==> src/shared/loop_test_defs.svh <==
// Register offsets, field positions, reset values and timing counts for the loop test block
`ifndef LOOP_TEST_DEFS_SVH
`define LOOP_TEST_DEFS_SVH

// Clock and time base
`define CLK_FREQ_HZ 40000000
`define SEC_TIME_MS 1000
`define SEC_CYCLES ((`CLK_FREQ_HZ / 1000) * `SEC_TIME_MS)
`define REMOTE_CMD_S 10
`define TIMEOUT_MIN 10
`define TIMEOUT_RST (16'(`TIMEOUT_MIN * 60))

// Register byte offsets
`define REG_CTRL 8'h00
`define REG_CFG 8'h04
`define REG_TIMEOUT 8'h08
`define REG_STATUS 8'h0C
`define REG_ERRCNT 8'h10
`define REG_DSX1_MASK 8'h14
`define REG_DSL_MASK 8'h18
`define REG_ELAPSED0 8'h20
`define REG_ELAPSED4 8'h30

// Field positions and widths
`define CMD_W 12
`define CFG_W 7
`define DSX1_MASK_W 24
`define STATUS_REFUSED_BIT 7

// Reset values
`define CFG_RST 7'h03
`define DSX1_MASK_RST 24'h000000
`define DSL_MASK_RST 32'h00000000
`define PRBS_SEED 9'h1FF
`define PRBS_SYNC_BITS 4'h9

// Bus responses
`define RESP_OKAY 2'h0
`define RESP_SLVERR 2'h2

`endif

==> src/shared/loop_test_pkg.sv <==
// Types shared by the loop test control block
package loop_test_pkg;

   // Cross-connect mode of a port
   typedef enum logic [1:0] {
      MODE_BYPASS = 2'h0,
      MODE_DS1 = 2'h1,
      MODE_DS0 = 2'h2
   } port_mode_t;

   // Index of each test in the activity and elapsed vectors
   typedef enum logic [2:0] {
      T_NET = 3'h0,
      T_REP = 3'h1,
      T_DTE = 3'h2,
      T_REM = 3'h3,
      T_PRBS = 3'h4
   } test_idx_t;

   // Command pulses written to the control register, bit 0 last
   typedef struct packed {
      logic error_count_clear;
      logic abort_all;
      logic prbs_stop;
      logic prbs_start;
      logic remote_up_sel;
      logic remote_send;
      logic dte_stop;
      logic dte_start;
      logic rep_stop;
      logic rep_start;
      logic line_stop;
      logic line_start;
   } cmd_t;

   // Static configuration, bit 0 last
   typedef struct packed {
      logic cross_connect;
      port_mode_t dsx1_mode;
      port_mode_t dsl_mode;
      logic timeout_en;
      logic dsx1_variant;
   } cfg_t;

endpackage : loop_test_pkg

==> src/hdl/loop_test_ctrl.sv <==
// Loopback, remote loop command and 511 pattern test control with AXI4-Lite registers
`timescale 1ns/1ps
`include "loop_test_defs.svh"

module loop_test_ctrl import loop_test_pkg::*; #(
   parameter int unsigned SEC_CYCLES = `SEC_CYCLES
) (
   // Clock and reset
   input wire logic aclk,
   input wire logic aresetn,
   // AXI4-Lite write channels
   input wire logic [7:0] awaddr,
   input wire logic awvalid,
   output logic awready,
   input wire logic [31:0] wdata,
   input wire logic [3:0] wstrb,
   input wire logic wvalid,
   output logic wready,
   output logic [1:0] bresp,
   output logic bvalid,
   input wire logic bready,
   // AXI4-Lite read channels
   input wire logic [7:0] araddr,
   input wire logic arvalid,
   output logic arready,
   output logic [31:0] rdata,
   output logic [1:0] rresp,
   output logic rvalid,
   input wire logic rready,
   // Line side bit streams
   input wire logic net_rx_bit,
   input wire logic net_strobe,
   input wire logic [4:0] net_slot,
   input wire logic dte_rx_bit,
   input wire logic [4:0] dte_slot,
   output logic net_tx_bit,
   output logic dte_tx_bit,
   // Core (framer and cross-connect) side bit streams
   input wire logic core_net_tx_bit,
   input wire logic core_dte_tx_bit,
   output logic core_net_rx_bit,
   output logic core_dte_rx_bit,
   // Loop code detector and remote command sender
   input wire logic remote_up_det,
   input wire logic remote_down_det,
   output logic remote_cmd_active,
   output logic remote_cmd_up,
   // Indicators and management channel
   output logic test_led,
   output logic dte_ais,
   output logic eoc_enable
);

   // Bus holding registers
   logic aw_held_reg;
   logic w_held_reg;
   logic [7:0] waddr_reg;
   logic [31:0] wdata_reg;
   logic [3:0] wstrb_reg;
   logic awready_reg, wready_reg, bvalid_reg, arready_reg, rvalid_reg;
   logic [1:0] bresp_reg, rresp_reg;
   logic [31:0] rdata_reg;

   // Software state
   cfg_t cfg_reg;
   logic [15:0] timeout_reg;
   logic [`DSX1_MASK_W-1:0] dsx1_mask_reg;
   logic [31:0] dsl_mask_reg;
   logic refused_reg;
   logic [31:0] errcnt_reg;

   // Test state
   logic net_user_reg, net_remote_reg, rep_reg, dte_reg, rem_reg, rem_up_reg, prbs_reg;
   logic [25:0] sec_cnt_reg;

   // Pattern generator and checker
   logic [8:0] gen_reg;
   logic [8:0] chk_reg;
   logic [3:0] sync_reg;

   // Registered line outputs
   logic net_tx_reg, dte_tx_reg, core_net_rx_reg, core_dte_rx_reg;
   logic led_reg, ais_reg, eoc_reg;

   // Write channel joining: address and data may arrive in either order
   wire aw_take = awvalid & awready_reg;
   wire w_take = wvalid & wready_reg;
   wire aw_have = aw_held_reg | aw_take;
   wire w_have = w_held_reg | w_take;
   wire do_write = aw_have & w_have & ~bvalid_reg;
   wire [7:0] wa = aw_held_reg ? waddr_reg : awaddr;
   wire [31:0] wd = w_held_reg ? wdata_reg : wdata;
   wire [3:0] ws = w_held_reg ? wstrb_reg : wstrb;
   wire [31:0] wmask = {{8{ws[3]}}, {8{ws[2]}}, {8{ws[1]}}, {8{ws[0]}}};
   wire [31:0] wd_m = wd & wmask;
   wire aw_held_next = aw_have & ~do_write;
   wire w_held_next = w_have & ~do_write;
   wire bvalid_next = do_write | (bvalid_reg & ~bready);

   // Write address decoding
   wire wr_ctrl = do_write & (wa == `REG_CTRL);
   wire wr_cfg = do_write & (wa == `REG_CFG);
   wire wr_to = do_write & (wa == `REG_TIMEOUT);
   wire wr_stat = do_write & (wa == `REG_STATUS);
   wire wr_dsx1 = do_write & (wa == `REG_DSX1_MASK);
   wire wr_dsl = do_write & (wa == `REG_DSL_MASK);
   // Read-only registers accept writes silently; only holes and misaligned addresses answer with an error
   wire wa_mapped = (wa <= `REG_DSL_MASK) ||
                    ((wa >= `REG_ELAPSED0) && (wa <= `REG_ELAPSED4));
   wire wa_ok = wa_mapped & (wa[1:0] == 2'h0);

   // Command pulses exist only in the cycle of the control write
   cmd_t cmd;
   assign cmd = wr_ctrl ? cmd_t'(wd_m[`CMD_W-1:0]) : cmd_t'('0);

   // Activity view, one bit per test
   wire net_act = net_user_reg | net_remote_reg;
   wire [4:0] act = {prbs_reg, rem_reg, dte_reg, rep_reg, net_act};

   // Elapsed time, per test
   wire sec_tick = (sec_cnt_reg == 26'(SEC_CYCLES - 1));
   logic [4:0][15:0] tot_sec;
   logic [4:0][23:0] hms;
   logic [4:0] start_p;
   logic [4:0] timed_out;

   // Start permission for each test
   wire net_ok = cmd.line_start & ~net_act & ~rep_reg & ~dte_reg & ~rem_reg & ~prbs_reg;
   wire rep_ok = cmd.rep_start & ~rep_reg & ~net_act & ~dte_reg & ~rem_reg;
   wire dte_ok = cmd.dte_start & ~dte_reg & ~net_act & ~rep_reg & ~rem_reg;
   wire rem_ok = cmd.remote_send & ~rem_reg & ~net_act & ~rep_reg & ~dte_reg & ~prbs_reg &
                 ~cfg_reg.cross_connect;
   wire prbs_ok = cmd.prbs_start & ~prbs_reg;
   wire refuse = (cmd.line_start & ~net_ok) | (cmd.rep_start & ~rep_ok) |
                 (cmd.dte_start & ~dte_ok) | (cmd.remote_send & ~rem_ok) |
                 (cmd.prbs_start & ~prbs_ok);

   // A detected up code loops the line unless a DTE-side loop or pattern holds it
   wire up_take = remote_up_det & ~rep_reg & ~dte_reg & ~prbs_reg;
   wire rem_expire = rem_reg & (tot_sec[T_REM] >= 16'(`REMOTE_CMD_S));

   // Next test state; a start beats a stop in the same cycle
   wire net_user_next = (net_user_reg & ~(cmd.line_stop | cmd.abort_all | timed_out[T_NET])) |
                        net_ok;
   wire net_remote_next = (net_remote_reg & ~(remote_down_det | timed_out[T_NET])) |
                          up_take;
   wire rep_next = (rep_reg & ~(cmd.rep_stop | cmd.abort_all | timed_out[T_REP])) | rep_ok;
   wire dte_next = (dte_reg & ~(cmd.dte_stop | cmd.abort_all | timed_out[T_DTE])) | dte_ok;
   // Neither stop nor abort touches the remote command, only its expiry
   wire rem_next = (rem_reg & ~rem_expire) | rem_ok;
   // Abort all is deliberately absent from the pattern test's clear terms
   wire prbs_next = (prbs_reg & ~(cmd.prbs_stop | timed_out[T_PRBS])) | prbs_ok;

   assign start_p = {prbs_ok, rem_ok, dte_ok, rep_ok, (net_ok | up_take) & ~net_act};

   // Elapsed counters: cleared on start, held after stop so the result stays readable
   for (genvar i = 0; i < 5; i++) begin : g_elapsed
      logic [15:0] tot_reg;
      logic [5:0] s_reg, m_reg;
      logic [7:0] h_reg;
      wire s_wrap = (s_reg == 6'h3B);
      wire m_wrap = (m_reg == 6'h3B);
      // Hours saturate so a forgotten test never wraps back to a short time
      always_ff @(posedge aclk) begin
         if (!aresetn || start_p[i]) begin
            tot_reg <= 16'h0000;
            s_reg <= 6'h00;
            m_reg <= 6'h00;
            h_reg <= 8'h00;
         end else if (act[i] && sec_tick) begin
            tot_reg <= (tot_reg == 16'hFFFF) ? tot_reg : tot_reg + 16'h0001;
            s_reg <= s_wrap ? 6'h00 : s_reg + 6'h01;
            if (s_wrap) begin
               m_reg <= m_wrap ? 6'h00 : m_reg + 6'h01;
               if (m_wrap && h_reg != 8'hFF) begin
                  h_reg <= h_reg + 8'h01;
               end
            end
         end
      end
      assign tot_sec[i] = tot_reg;
      assign hms[i] = {h_reg, 2'h0, m_reg, 2'h0, s_reg};
      // The remote command has its own fixed length instead of the user timeout
      assign timed_out[i] = (i != T_REM) && act[i] && cfg_reg.timeout_en &&
                            (tot_reg >= timeout_reg);
   end

   // One-second time base
   always_ff @(posedge aclk) begin
      if (!aresetn || sec_tick) begin
         sec_cnt_reg <= 26'h0000000;
      end else begin
         sec_cnt_reg <= sec_cnt_reg + 26'h0000001;
      end
   end

   // Bus handshake flops
   always_ff @(posedge aclk) begin
      if (!aresetn) begin
         aw_held_reg <= 1'b0;
         w_held_reg <= 1'b0;
         awready_reg <= 1'b0;
         wready_reg <= 1'b0;
         bvalid_reg <= 1'b0;
         bresp_reg <= `RESP_OKAY;
      end else begin
         aw_held_reg <= aw_held_next;
         w_held_reg <= w_held_next;
         awready_reg <= ~aw_held_next & ~bvalid_next;
         wready_reg <= ~w_held_next & ~bvalid_next;
         bvalid_reg <= bvalid_next;
         if (do_write) begin
            bresp_reg <= wa_ok ? `RESP_OKAY : `RESP_SLVERR;
         end
      end
   end

   // Capture of address and data that arrive ahead of their partner
   always_ff @(posedge aclk) begin
      if (!aresetn) begin
         waddr_reg <= 8'h00;
         wdata_reg <= 32'h00000000;
         wstrb_reg <= 4'h0;
      end else begin
         if (aw_take) begin
            waddr_reg <= awaddr;
         end
         if (w_take) begin
            wdata_reg <= wdata;
            wstrb_reg <= wstrb;
         end
      end
   end

   // Software-written registers, byte lanes honoured
   always_ff @(posedge aclk) begin
      if (!aresetn) begin
         cfg_reg <= cfg_t'(`CFG_RST);
         timeout_reg <= `TIMEOUT_RST;
         dsx1_mask_reg <= `DSX1_MASK_RST;
         dsl_mask_reg <= `DSL_MASK_RST;
      end else begin
         if (wr_cfg) begin
            cfg_reg <= cfg_t'((cfg_reg & ~wmask[`CFG_W-1:0]) | wd_m[`CFG_W-1:0]);
         end
         if (wr_to) begin
            timeout_reg <= (timeout_reg & ~wmask[15:0]) | wd_m[15:0];
         end
         if (wr_dsx1) begin
            dsx1_mask_reg <= (dsx1_mask_reg & ~wmask[23:0]) | wd_m[23:0];
         end
         if (wr_dsl) begin
            dsl_mask_reg <= (dsl_mask_reg & ~wmask) | wd_m;
         end
      end
   end

   // Test state flops
   always_ff @(posedge aclk) begin
      if (!aresetn) begin
         net_user_reg <= 1'b0;
         net_remote_reg <= 1'b0;
         rep_reg <= 1'b0;
         dte_reg <= 1'b0;
         rem_reg <= 1'b0;
         rem_up_reg <= 1'b0;
         prbs_reg <= 1'b0;
         refused_reg <= 1'b0;
      end else begin
         net_user_reg <= net_user_next;
         net_remote_reg <= net_remote_next;
         rep_reg <= rep_next;
         dte_reg <= dte_next;
         rem_reg <= rem_next;
         rem_up_reg <= rem_ok ? cmd.remote_up_sel : rem_up_reg;
         prbs_reg <= prbs_next;
         // A new refusal wins over a write-one clear in the same cycle
         refused_reg <= refuse |
                        (refused_reg & ~(wr_stat & wd_m[`STATUS_REFUSED_BIT]));
      end
   end

   // Pattern checker: predicts each bit from the last nine received
   wire chk_pred = chk_reg[8] ^ chk_reg[4];
   wire synced = (sync_reg == `PRBS_SYNC_BITS);
   wire bit_err = prbs_reg & net_strobe & synced & (net_rx_bit != chk_pred);
   wire err_clr = cmd.error_count_clear | prbs_ok;

   // Generator, checker and error counter; an error in the clear cycle counts as one
   always_ff @(posedge aclk) begin
      if (!aresetn) begin
         gen_reg <= `PRBS_SEED;
         chk_reg <= 9'h000;
         sync_reg <= 4'h0;
         errcnt_reg <= 32'h00000000;
      end else begin
         if (net_strobe) begin
            gen_reg <= {gen_reg[7:0], gen_reg[8] ^ gen_reg[4]};
            chk_reg <= {chk_reg[7:0], net_rx_bit};
         end
         if (!prbs_reg) begin
            sync_reg <= 4'h0;
         end else if (net_strobe && !synced) begin
            sync_reg <= sync_reg + 4'h1;
         end
         if (err_clr) begin
            errcnt_reg <= bit_err ? 32'h00000001 : 32'h00000000;
         end else if (bit_err && errcnt_reg != 32'hFFFFFFFF) begin
            errcnt_reg <= errcnt_reg + 32'h00000001;
         end
      end
   end

   // Slot lookups; slots past the DSX-1 frame read as not connected
   wire [31:0] dsx1_mask_w = {8'h00, dsx1_mask_reg};
   wire dsx1_slot_hit = dsx1_mask_w[dte_slot];
   wire dsl_slot_hit = dsl_mask_reg[net_slot];
   wire dsx1 = cfg_reg.dsx1_variant;
   wire dsl_ds0 = (cfg_reg.dsl_mode == MODE_DS0);
   wire dsx1_ds0 = (cfg_reg.dsx1_mode == MODE_DS0);

   // Toward the tributary: a DTE-side loop outranks the pattern's fill
   wire dte_fill_net = dsx1 & (dsl_ds0 ? dsx1_slot_hit : 1'b1);
   wire dte_fill_prbs = dsx1 & dsx1_slot_hit;
   wire dte_tx_n = (rep_reg | dte_reg) ? dte_rx_bit :
                   net_act ? (dte_fill_net | core_dte_tx_bit) :
                   prbs_reg ? (dte_fill_prbs | core_dte_tx_bit) : core_dte_tx_bit;
   wire ais_n = net_act & dsx1 & ~dsl_ds0;

   // Toward the DSL line
   wire rep_cut = rep_reg & dsx1 & ~dsx1_ds0;
   wire dte_cut = dte_reg & dsx1 & ~dsx1_ds0;
   wire dte_slot_fill = dte_reg & dsx1 & dsx1_ds0 & dsl_slot_hit;
   wire net_tx_n = net_act ? net_rx_bit :
                   (rep_cut | dte_cut | dte_slot_fill) ? 1'b1 :
                   prbs_reg ? gen_reg[8] : core_net_tx_bit;
   // Received DSL data is discarded while a DTE-side loop runs with the DSX-1 variant set and the DSX-1 port not in DS0 mode
   wire core_net_rx_n = (rep_cut | dte_cut) ? 1'b1 : net_rx_bit;

   // Datapath and indicator flops
   always_ff @(posedge aclk) begin
      if (!aresetn) begin
         net_tx_reg <= 1'b1;
         dte_tx_reg <= 1'b1;
         core_net_rx_reg <= 1'b1;
         core_dte_rx_reg <= 1'b1;
         led_reg <= 1'b0;
         ais_reg <= 1'b0;
         eoc_reg <= 1'b1;
      end else begin
         net_tx_reg <= net_tx_n;
         dte_tx_reg <= dte_tx_n;
         core_net_rx_reg <= core_net_rx_n;
         core_dte_rx_reg <= dte_rx_bit;
         led_reg <= |act;
         ais_reg <= ais_n;
         eoc_reg <= ~rep_reg;
      end
   end

   // Read decoding
   wire ar_take = arvalid & arready_reg;
   wire rvalid_next = ar_take | (rvalid_reg & ~rready);
   wire [31:0] status_w = {24'h000000, refused_reg, rem_up_reg, net_remote_reg, act};
   wire [2:0] el_idx = 3'(araddr[4:2]);
   wire ra_ok = (araddr[1:0] == 2'h0) && ((araddr <= `REG_DSL_MASK) ||
                ((araddr >= `REG_ELAPSED0) && (araddr <= `REG_ELAPSED4)));
   wire [31:0] rd_w = (araddr == `REG_CFG) ? {25'h0000000, cfg_reg} :
                      (araddr == `REG_TIMEOUT) ? {16'h0000, timeout_reg} :
                      (araddr == `REG_STATUS) ? status_w :
                      (araddr == `REG_ERRCNT) ? errcnt_reg :
                      (araddr == `REG_DSX1_MASK) ? dsx1_mask_w :
                      (araddr == `REG_DSL_MASK) ? dsl_mask_reg :
                      (ra_ok && araddr >= `REG_ELAPSED0) ? {8'h00, hms[el_idx]} :
                      32'h00000000;

   // Read channel flops
   always_ff @(posedge aclk) begin
      if (!aresetn) begin
         arready_reg <= 1'b0;
         rvalid_reg <= 1'b0;
         rdata_reg <= 32'h00000000;
         rresp_reg <= `RESP_OKAY;
      end else begin
         arready_reg <= ~rvalid_next;
         rvalid_reg <= rvalid_next;
         if (ar_take) begin
            rdata_reg <= rd_w;
            rresp_reg <= ra_ok ? `RESP_OKAY : `RESP_SLVERR;
         end
      end
   end

   // Port drivers, all from flops
   assign awready = awready_reg;
   assign wready = wready_reg;
   assign bvalid = bvalid_reg;
   assign bresp = bresp_reg;
   assign arready = arready_reg;
   assign rvalid = rvalid_reg;
   assign rdata = rdata_reg;
   assign rresp = rresp_reg;
   assign net_tx_bit = net_tx_reg;
   assign dte_tx_bit = dte_tx_reg;
   assign core_net_rx_bit = core_net_rx_reg;
   assign core_dte_rx_bit = core_dte_rx_reg;
   assign remote_cmd_active = rem_reg;
   assign remote_cmd_up = rem_up_reg;
   assign test_led = led_reg;
   assign dte_ais = ais_reg;
   assign eoc_enable = eoc_reg;
endmodule : loop_test_ctrl

==> config.mk <==
export PLATFORM = sky130hd
export DESIGN_NAME = loop_test_ctrl
export DESIGN_NICKNAME = d
export VERILOG_FILES = /design/src/shared/loop_test_pkg.sv /design/src/hdl/loop_test_ctrl.sv
export VERILOG_INCLUDE_DIRS = /design/src /design/src/shared
export SDC_FILE = /design/constraint.sdc
export NUM_CORES = 1
export LEC_CHECK = 0
export ABC_AREA = 1
export BUFFER_PORTS_ARGS = -buffer_cell sky130_fd_sc_hd__buf_2
export CORE_ASPECT_RATIO = 1.25
export CORE_MARGIN = 2
export CORE_UTILIZATION = 55
export CTS_CLUSTER_SIZE = 20
export DETAILED_ROUTE_END_ITERATION = 12
export PLACE_DENSITY = 0.72
export SLEW_MARGIN = 30
export SYNTH_ARGS = -nofsm -noshare
export SYNTH_HDL_FRONTEND = slang
export SYNTH_SLANG_ARGS = --single-unit
==> constraint.sdc <==
create_clock -name aclk -period 2.7 [get_ports aclk]
set_input_delay 0 -clock aclk [delete_from_list [all_inputs] [get_ports aclk]]
set_output_delay 0 -clock aclk [all_outputs]
set_load 0.02 [all_outputs]
==> impl_metrics.yaml, run 1 <==
floorplan:
  dieArea_um2: 46600
  die_h_um: 241
  initial_core_util_pct: 55.8
  core_um2: 44200
  die_x_um: 194
  row_count: 86
  io-pin-count: 126
layout:
  design_area_um2: 28400
  n_fill_cell: 3960
  instances_no_fill: 4323
  final_core_util_pct: 64.2
  layout-drive-gt1-share_pct: 11.8
  layout.nets: 3876
  area_delta_synth_final_pct: 14.9
power:
  p_int_mw: 10.7
  leakagePower_nw: 10.7
  power_frac_seq_pct: 46.2
  power_switching_mw: 3.66
  ir_drop_uv: 630
  power.density_nw_per_um2: 507
  comb_power_share_pct: 8.2
  finalPower_mw: 14.4
  clock_power_share_pct: 45.6
  swShare_pct: 25.4
cts:
  cts_root_buf: "clkbuf_16"
  cts.sinks: 439
  clk_latency_ns: 0.61
  ctsLongestPathBuffers: 3
  numCtsBuffers: 47
  cts-htree-levels: 2
  clkTransAtPathRegs_ns: 0.07
  tritoncts: "done"
critical_path:
  critPathMaxFanout: 3
  endpoint_kind: "flip-flop"
  critical_path_class: "reg2reg"
  setup.worst_path.start_class: "flip-flop"
  required_ns: 3.18
  cp_data_arrival_time_ns: 3.00
  r2r_setup_slack_ns: 0.18
synth:
  syn_area_um2: 24700
  yosys-top-cells-area: "dfxtp_1, nand2_1, a21oi_1, o21ai_0, inv_1"
  yosysMostFrequentCell: "nand2_1"
  synth_top_area_share_pct: 35.6
  synth.distinct_cells: 63
  ys_warn_count: 0
  synth-edff-count: 0
  yosys_register_bits: 439
  synth_ff_type: "dfxtp_1"
  syn_area_per_cell_um2: 7.04
  yosysTopAreaCell: "dfxtp_1"
  syn_inst: 3509
  synth_common_cells: "nand2_1, dfxtp_1, inv_1, a21oi_1, o21ai_0"
  synth-seq-area-share_pct: 35.6
  async_reset_ff_share_pct: 0
routing:
  dr.pass1.iters: 5
  viasPerCell: 5.79
  dr.first_iter.drc_count: 1778
  wire_per_inst_um: 18.4
  via_count: 25000
  drtAntennaViolNets: 0
  drc: 0
  wl_um: 79700
hold_path:
  hold_path_class: "in2reg"
sta:
  setup_ws_ns: 0.181
  slew_headroom_pct: 41.0
  max_freq_ghz: 0.397
  skew_ns: 0.0219
  min_period_over_period_pct: 93.3
  finalSetupTns_ns: 0
  min_period_ns: 2.52
  slew_viol_final: 0
  finalSetupViolCount: 0
  finalHoldWorstSlack_ns: 0.0529
  tightest_slew_ns: 0.876
  hold_violations: 0
grt:
  grt_pass1_wl_um: 124000
  grt_pass1_vias: 23700
  overflow: 0
  grt_max_degree: 134
  antenna_found_initial: 2
  grt_util_all_layers_pct: 33.3
placed_design:
  routabilityCongestion: 0.986
  dp.cells: 4144
  placed_area_um2: 25900
  io_buffers: 123
  hpwl_um: 59600
  pre_cts_ws_ns: 0.211
run:
  cap_violations: 0
run_status:
  status: "completed"
-- worst paths after layout --
check / from / end / cells past startpoint
setup reg to reg: flip-flop / net_remote_reg / 12
hold reg to reg: sec_cnt_reg[0] / sec_cnt_reg[0] / 1
setup / recovery: flip-flop / net_remote_reg / 12
hold / removal: remote_up_det / g_elapsed[0].s_reg[4] / 6
-- worst max-delay path, cell delays in order, from the launching register on --
cell and delay (ns):
dfxtp_1 0.37, clkinvlp_4 0.18, ha_1 0.34, nand2_1 0.07
inv_1 0.05, nand3_1 0.11, nor3_2 0.17, nand3_1 0.10
nand3_1 0.13, nand3_1 0.11, nand3b_1 0.11, a21oi_1 0.06
dlygate4sd3_1 0.57
-- power by group through the flow --
stage                     logic, mW  registers [mW]  clock network (mW)
after global routing           1.28            6.67                6.89
after global placement         1.01            6.79                   0
final                          1.18            6.66                6.56
after floorplan               0.670            6.79                   0
after detailed placement       1.03            6.80                   0
after CTS                      1.15            6.65                6.65
-- cell families after synthesis --
| group | share of synthesized area (%) |
|---|---|
| simple gates | 28.5 |
| compound gates | 18.6 |
| buf+inv | 8.98 |
| flops | 35.6 |
| xor+xnor | 3.72 |
| fa+ha+maj | 4.51 |
| other cells | 0.0152 |
| mux | 0.0912 |
-- layout by cell type (no fill, tap or decap), drive strengths merged, types with 35 or more instances in the layout --
cell           n
nor3         108
o21ai        323
nand3        195
ha            89
a21oi        407
dfxtp        439
xnor2         43
xor2          62
buf          185
nand4         84
clkbuf        67
dlygate4sd3   86
o22ai         35
inv          420
nor2         300
nand2        707
-- routing by layer --
layer	share of wire (%)	routed length [um]	GRT usage, %
met5	0.034	27	0
met4	6.7	5330	20.6
met1	39	31100	38.2
met2	48	38500	58.6
met3	5.9	4740	4.79
-- repair_timing --
action | CTS | global route
resized for setup | 0 | 5
setup buffers | 0 | 4
hold endpoints to repair | 108 | 0
setup endpoints to repair | 0 | 10
hold buffers | 86 | 0
-- area by class of cell --
type | count | area [um^2] | area share [%]
diodes | 3 | 7.51 | 0.0265
clock buffers | 67 | 1380 | 4.87
clock inverters | 19 | 171 | 0.604
inverters | 425 | 1610 | 5.68
multi-input cells | 2527 | 13700 | 48.3
flip-flops and latches | 439 | 8790 | 31.0
well taps | 572 | 716 | 2.52
repair buffers | 271 | 1990 | 7.03
Power figures use the tool's default switching activity.
==> inputs of run 2 (changes only) <==
--- a/config.mk
+++ b/config.mk
@@ -7,13 +7,13 @@
 export NUM_CORES = 1
 export LEC_CHECK = 0
 export ABC_AREA = 1
-export BUFFER_PORTS_ARGS = -buffer_cell sky130_fd_sc_hd__buf_2
+export BUFFER_PORTS_ARGS = -buffer_cell sky130_fd_sc_hd__buf_4
 export CORE_ASPECT_RATIO = 1.25
 export CORE_MARGIN = 2
 export CORE_UTILIZATION = 55
 export CTS_CLUSTER_SIZE = 20
 export DETAILED_ROUTE_END_ITERATION = 12
-export PLACE_DENSITY = 0.72
+export PLACE_DENSITY_LB_ADDON = 0.1
 export SLEW_MARGIN = 30
 export SYNTH_ARGS = -nofsm -noshare
 export SYNTH_HDL_FRONTEND = slang
==> run 2 against run 1 <==
  * Worst setup slack lost 0.027 ns
  * Core utilization up 0.56 points
  * Highest routed layer is now met4
  * Non-clock buffer count decreased by 10
  * Sequential share of layout area is 0.27 points lower
  * Final cell count decreased by 0.39%
  * Critical path type unchanged
  * Register-to-register slack lost 0.03 ns
  * Clock skew is 0.0030 ns higher
==> impl_metrics.yaml, run 2 (synthesis results as in run 1) <==
power:
  p_int_mw: 11.0
  power_switching_mw: 3.60
  comb_power_share_pct: 8.3
  power.density_nw_per_um2: 508
  power_frac_seq_pct: 45.8
  leakagePower_nw: 10.7
  clock_power_share_pct: 45.9
  swShare_pct: 24.7
  ir_drop_uv: 557
critical_path:
  crit_path_top_delay_cell: "dlygate4sd3_1"
  required_ns: 3.16
  critPathMaxFanout: 5
  crit_top_cell: "nand3_1"
  critical_path_class: "reg2reg"
  path_cells: "inv_1 -> ha_1 -> nand2_1 -> nor3_2 -> nand3_1 -> nand3_1 -> nand3_1 -> nand3b_1 -> a21oi_1 -> dlygate4sd3_1"
  endpoint_kind: "flip-flop"
  setup.worst_path.start_class: "flip-flop"
  cp_data_arrival_time_ns: 3.01
  slowest_delay_ns: 0.60
  r2r_setup_slack_ns: 0.15
grt:
  grt_pass1_vias: 23800
  use_met1_pct: 39.4
  grt_util_all_layers_pct: 33.5
  grt.busiest_layer: "met2"
  grtUsageMet3_pct: 4.86
  grt_pass1_wl_um: 125000
  antenna_found_initial: 2
  overflow: 0
  grt_max_degree: 117
  use_met2_pct: 57.7
routing:
  via_count: 24800
  dr.pass1.iters: 6
  drc: 0
  wire_per_inst_um: 18.5
  dr.first_iter.drc_count: 1873
  viasPerCell: 5.75
  wl_um: 79600
  drtAntennaViolNets: 0
sta:
  slew_viol_final: 0
  max_freq_ghz: 0.393
  grt_setup_unrepaired: "yes"
  setup_ws_ns: 0.154
  min_period_over_period_pct: 94.3
  finalSetupViolCount: 0
  tightest_slew_ns: 0.891
  slew_headroom_pct: 40.6
  min_period_ns: 2.55
  skew_ns: 0.0250
  hold_violations: 0
floorplan:
  row_count: 86
  die_h_um: 241
  dieArea_um2: 46600
  io-pin-count: 126
  die_x_um: 194
  initial_core_util_pct: 55.8
  core_um2: 44200
run_status:
  status: "completed"
cts:
  clk_latency_ns: 0.59
  clkTransAtPathRegs_ns: 0.06
  cts.sinks: 439
  cts_root_buf: "clkbuf_16"
  cts-htree-levels: 2
  numCtsBuffers: 47
  tritoncts: "done"
  ctsLongestPathBuffers: 3
placed_design:
  hpwl_um: 59100
  routabilityCongestion: 0.970
  io_buffers: 123
  pre_cts_ws_ns: 0.0905
layout:
  area_delta_synth_final_pct: 15.9
  layout.nets: 3866
  layout-drive-gt1-share_pct: 11.6
  mostFrequentLayoutCells: "nand2_1, dfxtp_1, a21oi_1"
  layout_commonest_cell: "nand2_1"
  final_core_util_pct: 64.7
  n_fill_cell: 3965
run:
  cap_violations: 0
hold_path:
  hold_path_class: "in2reg"
## run 2: cell types whose count changed in the layout (fill, tap and decap cells not counted), moves of 2 or more
cell / before / now
buf_2: 122 / 0
buf_4: 59 / 175
clkinvlp_4: 6 / 1
dlygate4sd3_1: 86 / 81
clkinv_2: 11 / 7
clkbuf_8: 13 / 15
clkinv_4: 2 / 0
diode_2: 3 / 1
inv_2: 26 / 28
inv_6: 3 / 1
nor2_1: 261 / 259
nor2_4: 23 / 25
## run 2: power by group through the flow
stage / Clock (mW) / Sequential (mW) / Combinational, mW
6_report: 6.68 / 6.66 / 1.21
5_1_grt: 6.99 / 6.67 / 1.31
4_1_cts: 6.76 / 6.66 / 1.18
3_5_place_dp: 0 / 6.80 / 1.07
3_3_place_gp: 0 / 6.79 / 1.05
2_1_floorplan: 0 / 6.79 / 0.670
## run 2: critical path: cells and delay by family (launching register included)
kind / cells / cell delay [ns]
flops: 1 / 0.39
simple gates: 6 / 0.78
buf+inv: 2 / 0.81
compound gates: 1 / 0.06
fa+ha+maj: 1 / 0.37
## run 2: stage by stage
step | power (mW) | instance area, um^2 | cells | hold slack (ns) | TNS [ns]
floorplan | 7.46 | 24700 | 3510 | 0.104 | 0
detailed placement | 7.87 | 26200 | 4143 | 0.211 | 0
CTS | 14.6 | 28600 | 4305 | 0.0107 | 0
finish | 14.5 | 28600 | 4306 | 0.0378 | 0
global placement | 7.84 | 26200 | 4143 | 0.213 | 0
global route | 15.0 | 28600 | 4306 | 0.0630 | -0.0879
## run 2: final cells by class
type                    instances  area (um^2)  share of cell area, %
multi-input cells            2527        13700                   47.9
flip-flops and latches        439         8790                   30.7
repair buffers                261         2220                   7.74
inverters                     425         1600                   5.60
clock buffers                  71         1440                   5.02
well taps                     572          716                   2.50
clock inverters                10          140                  0.490
diodes                          1         2.50                0.00874
## run 2: what timing repair did
item,CTS,global route
resized for setup,0,9
setup endpoints to repair,0,31
buffers inserted,0,0
hold endpoints to repair,105,0
hold buffers,81,0
## run 2: final timing paths
path,start,endpoint,depth (start not counted)
worst max-delay path,flip-flop,net_remote_reg,10
worst min-delay path,awvalid,aw_held_reg,5
worst max register to register,flip-flop,net_remote_reg,10
worst min register to register,sec_cnt_reg[0],sec_cnt_reg[0],1
## run 2: routing by layer
metal,wire length (um),up-vias
li1,-,12100
met1,31600,11500
met3,5050,251
met5,0,-
met2,37800,845
met4,5170,0
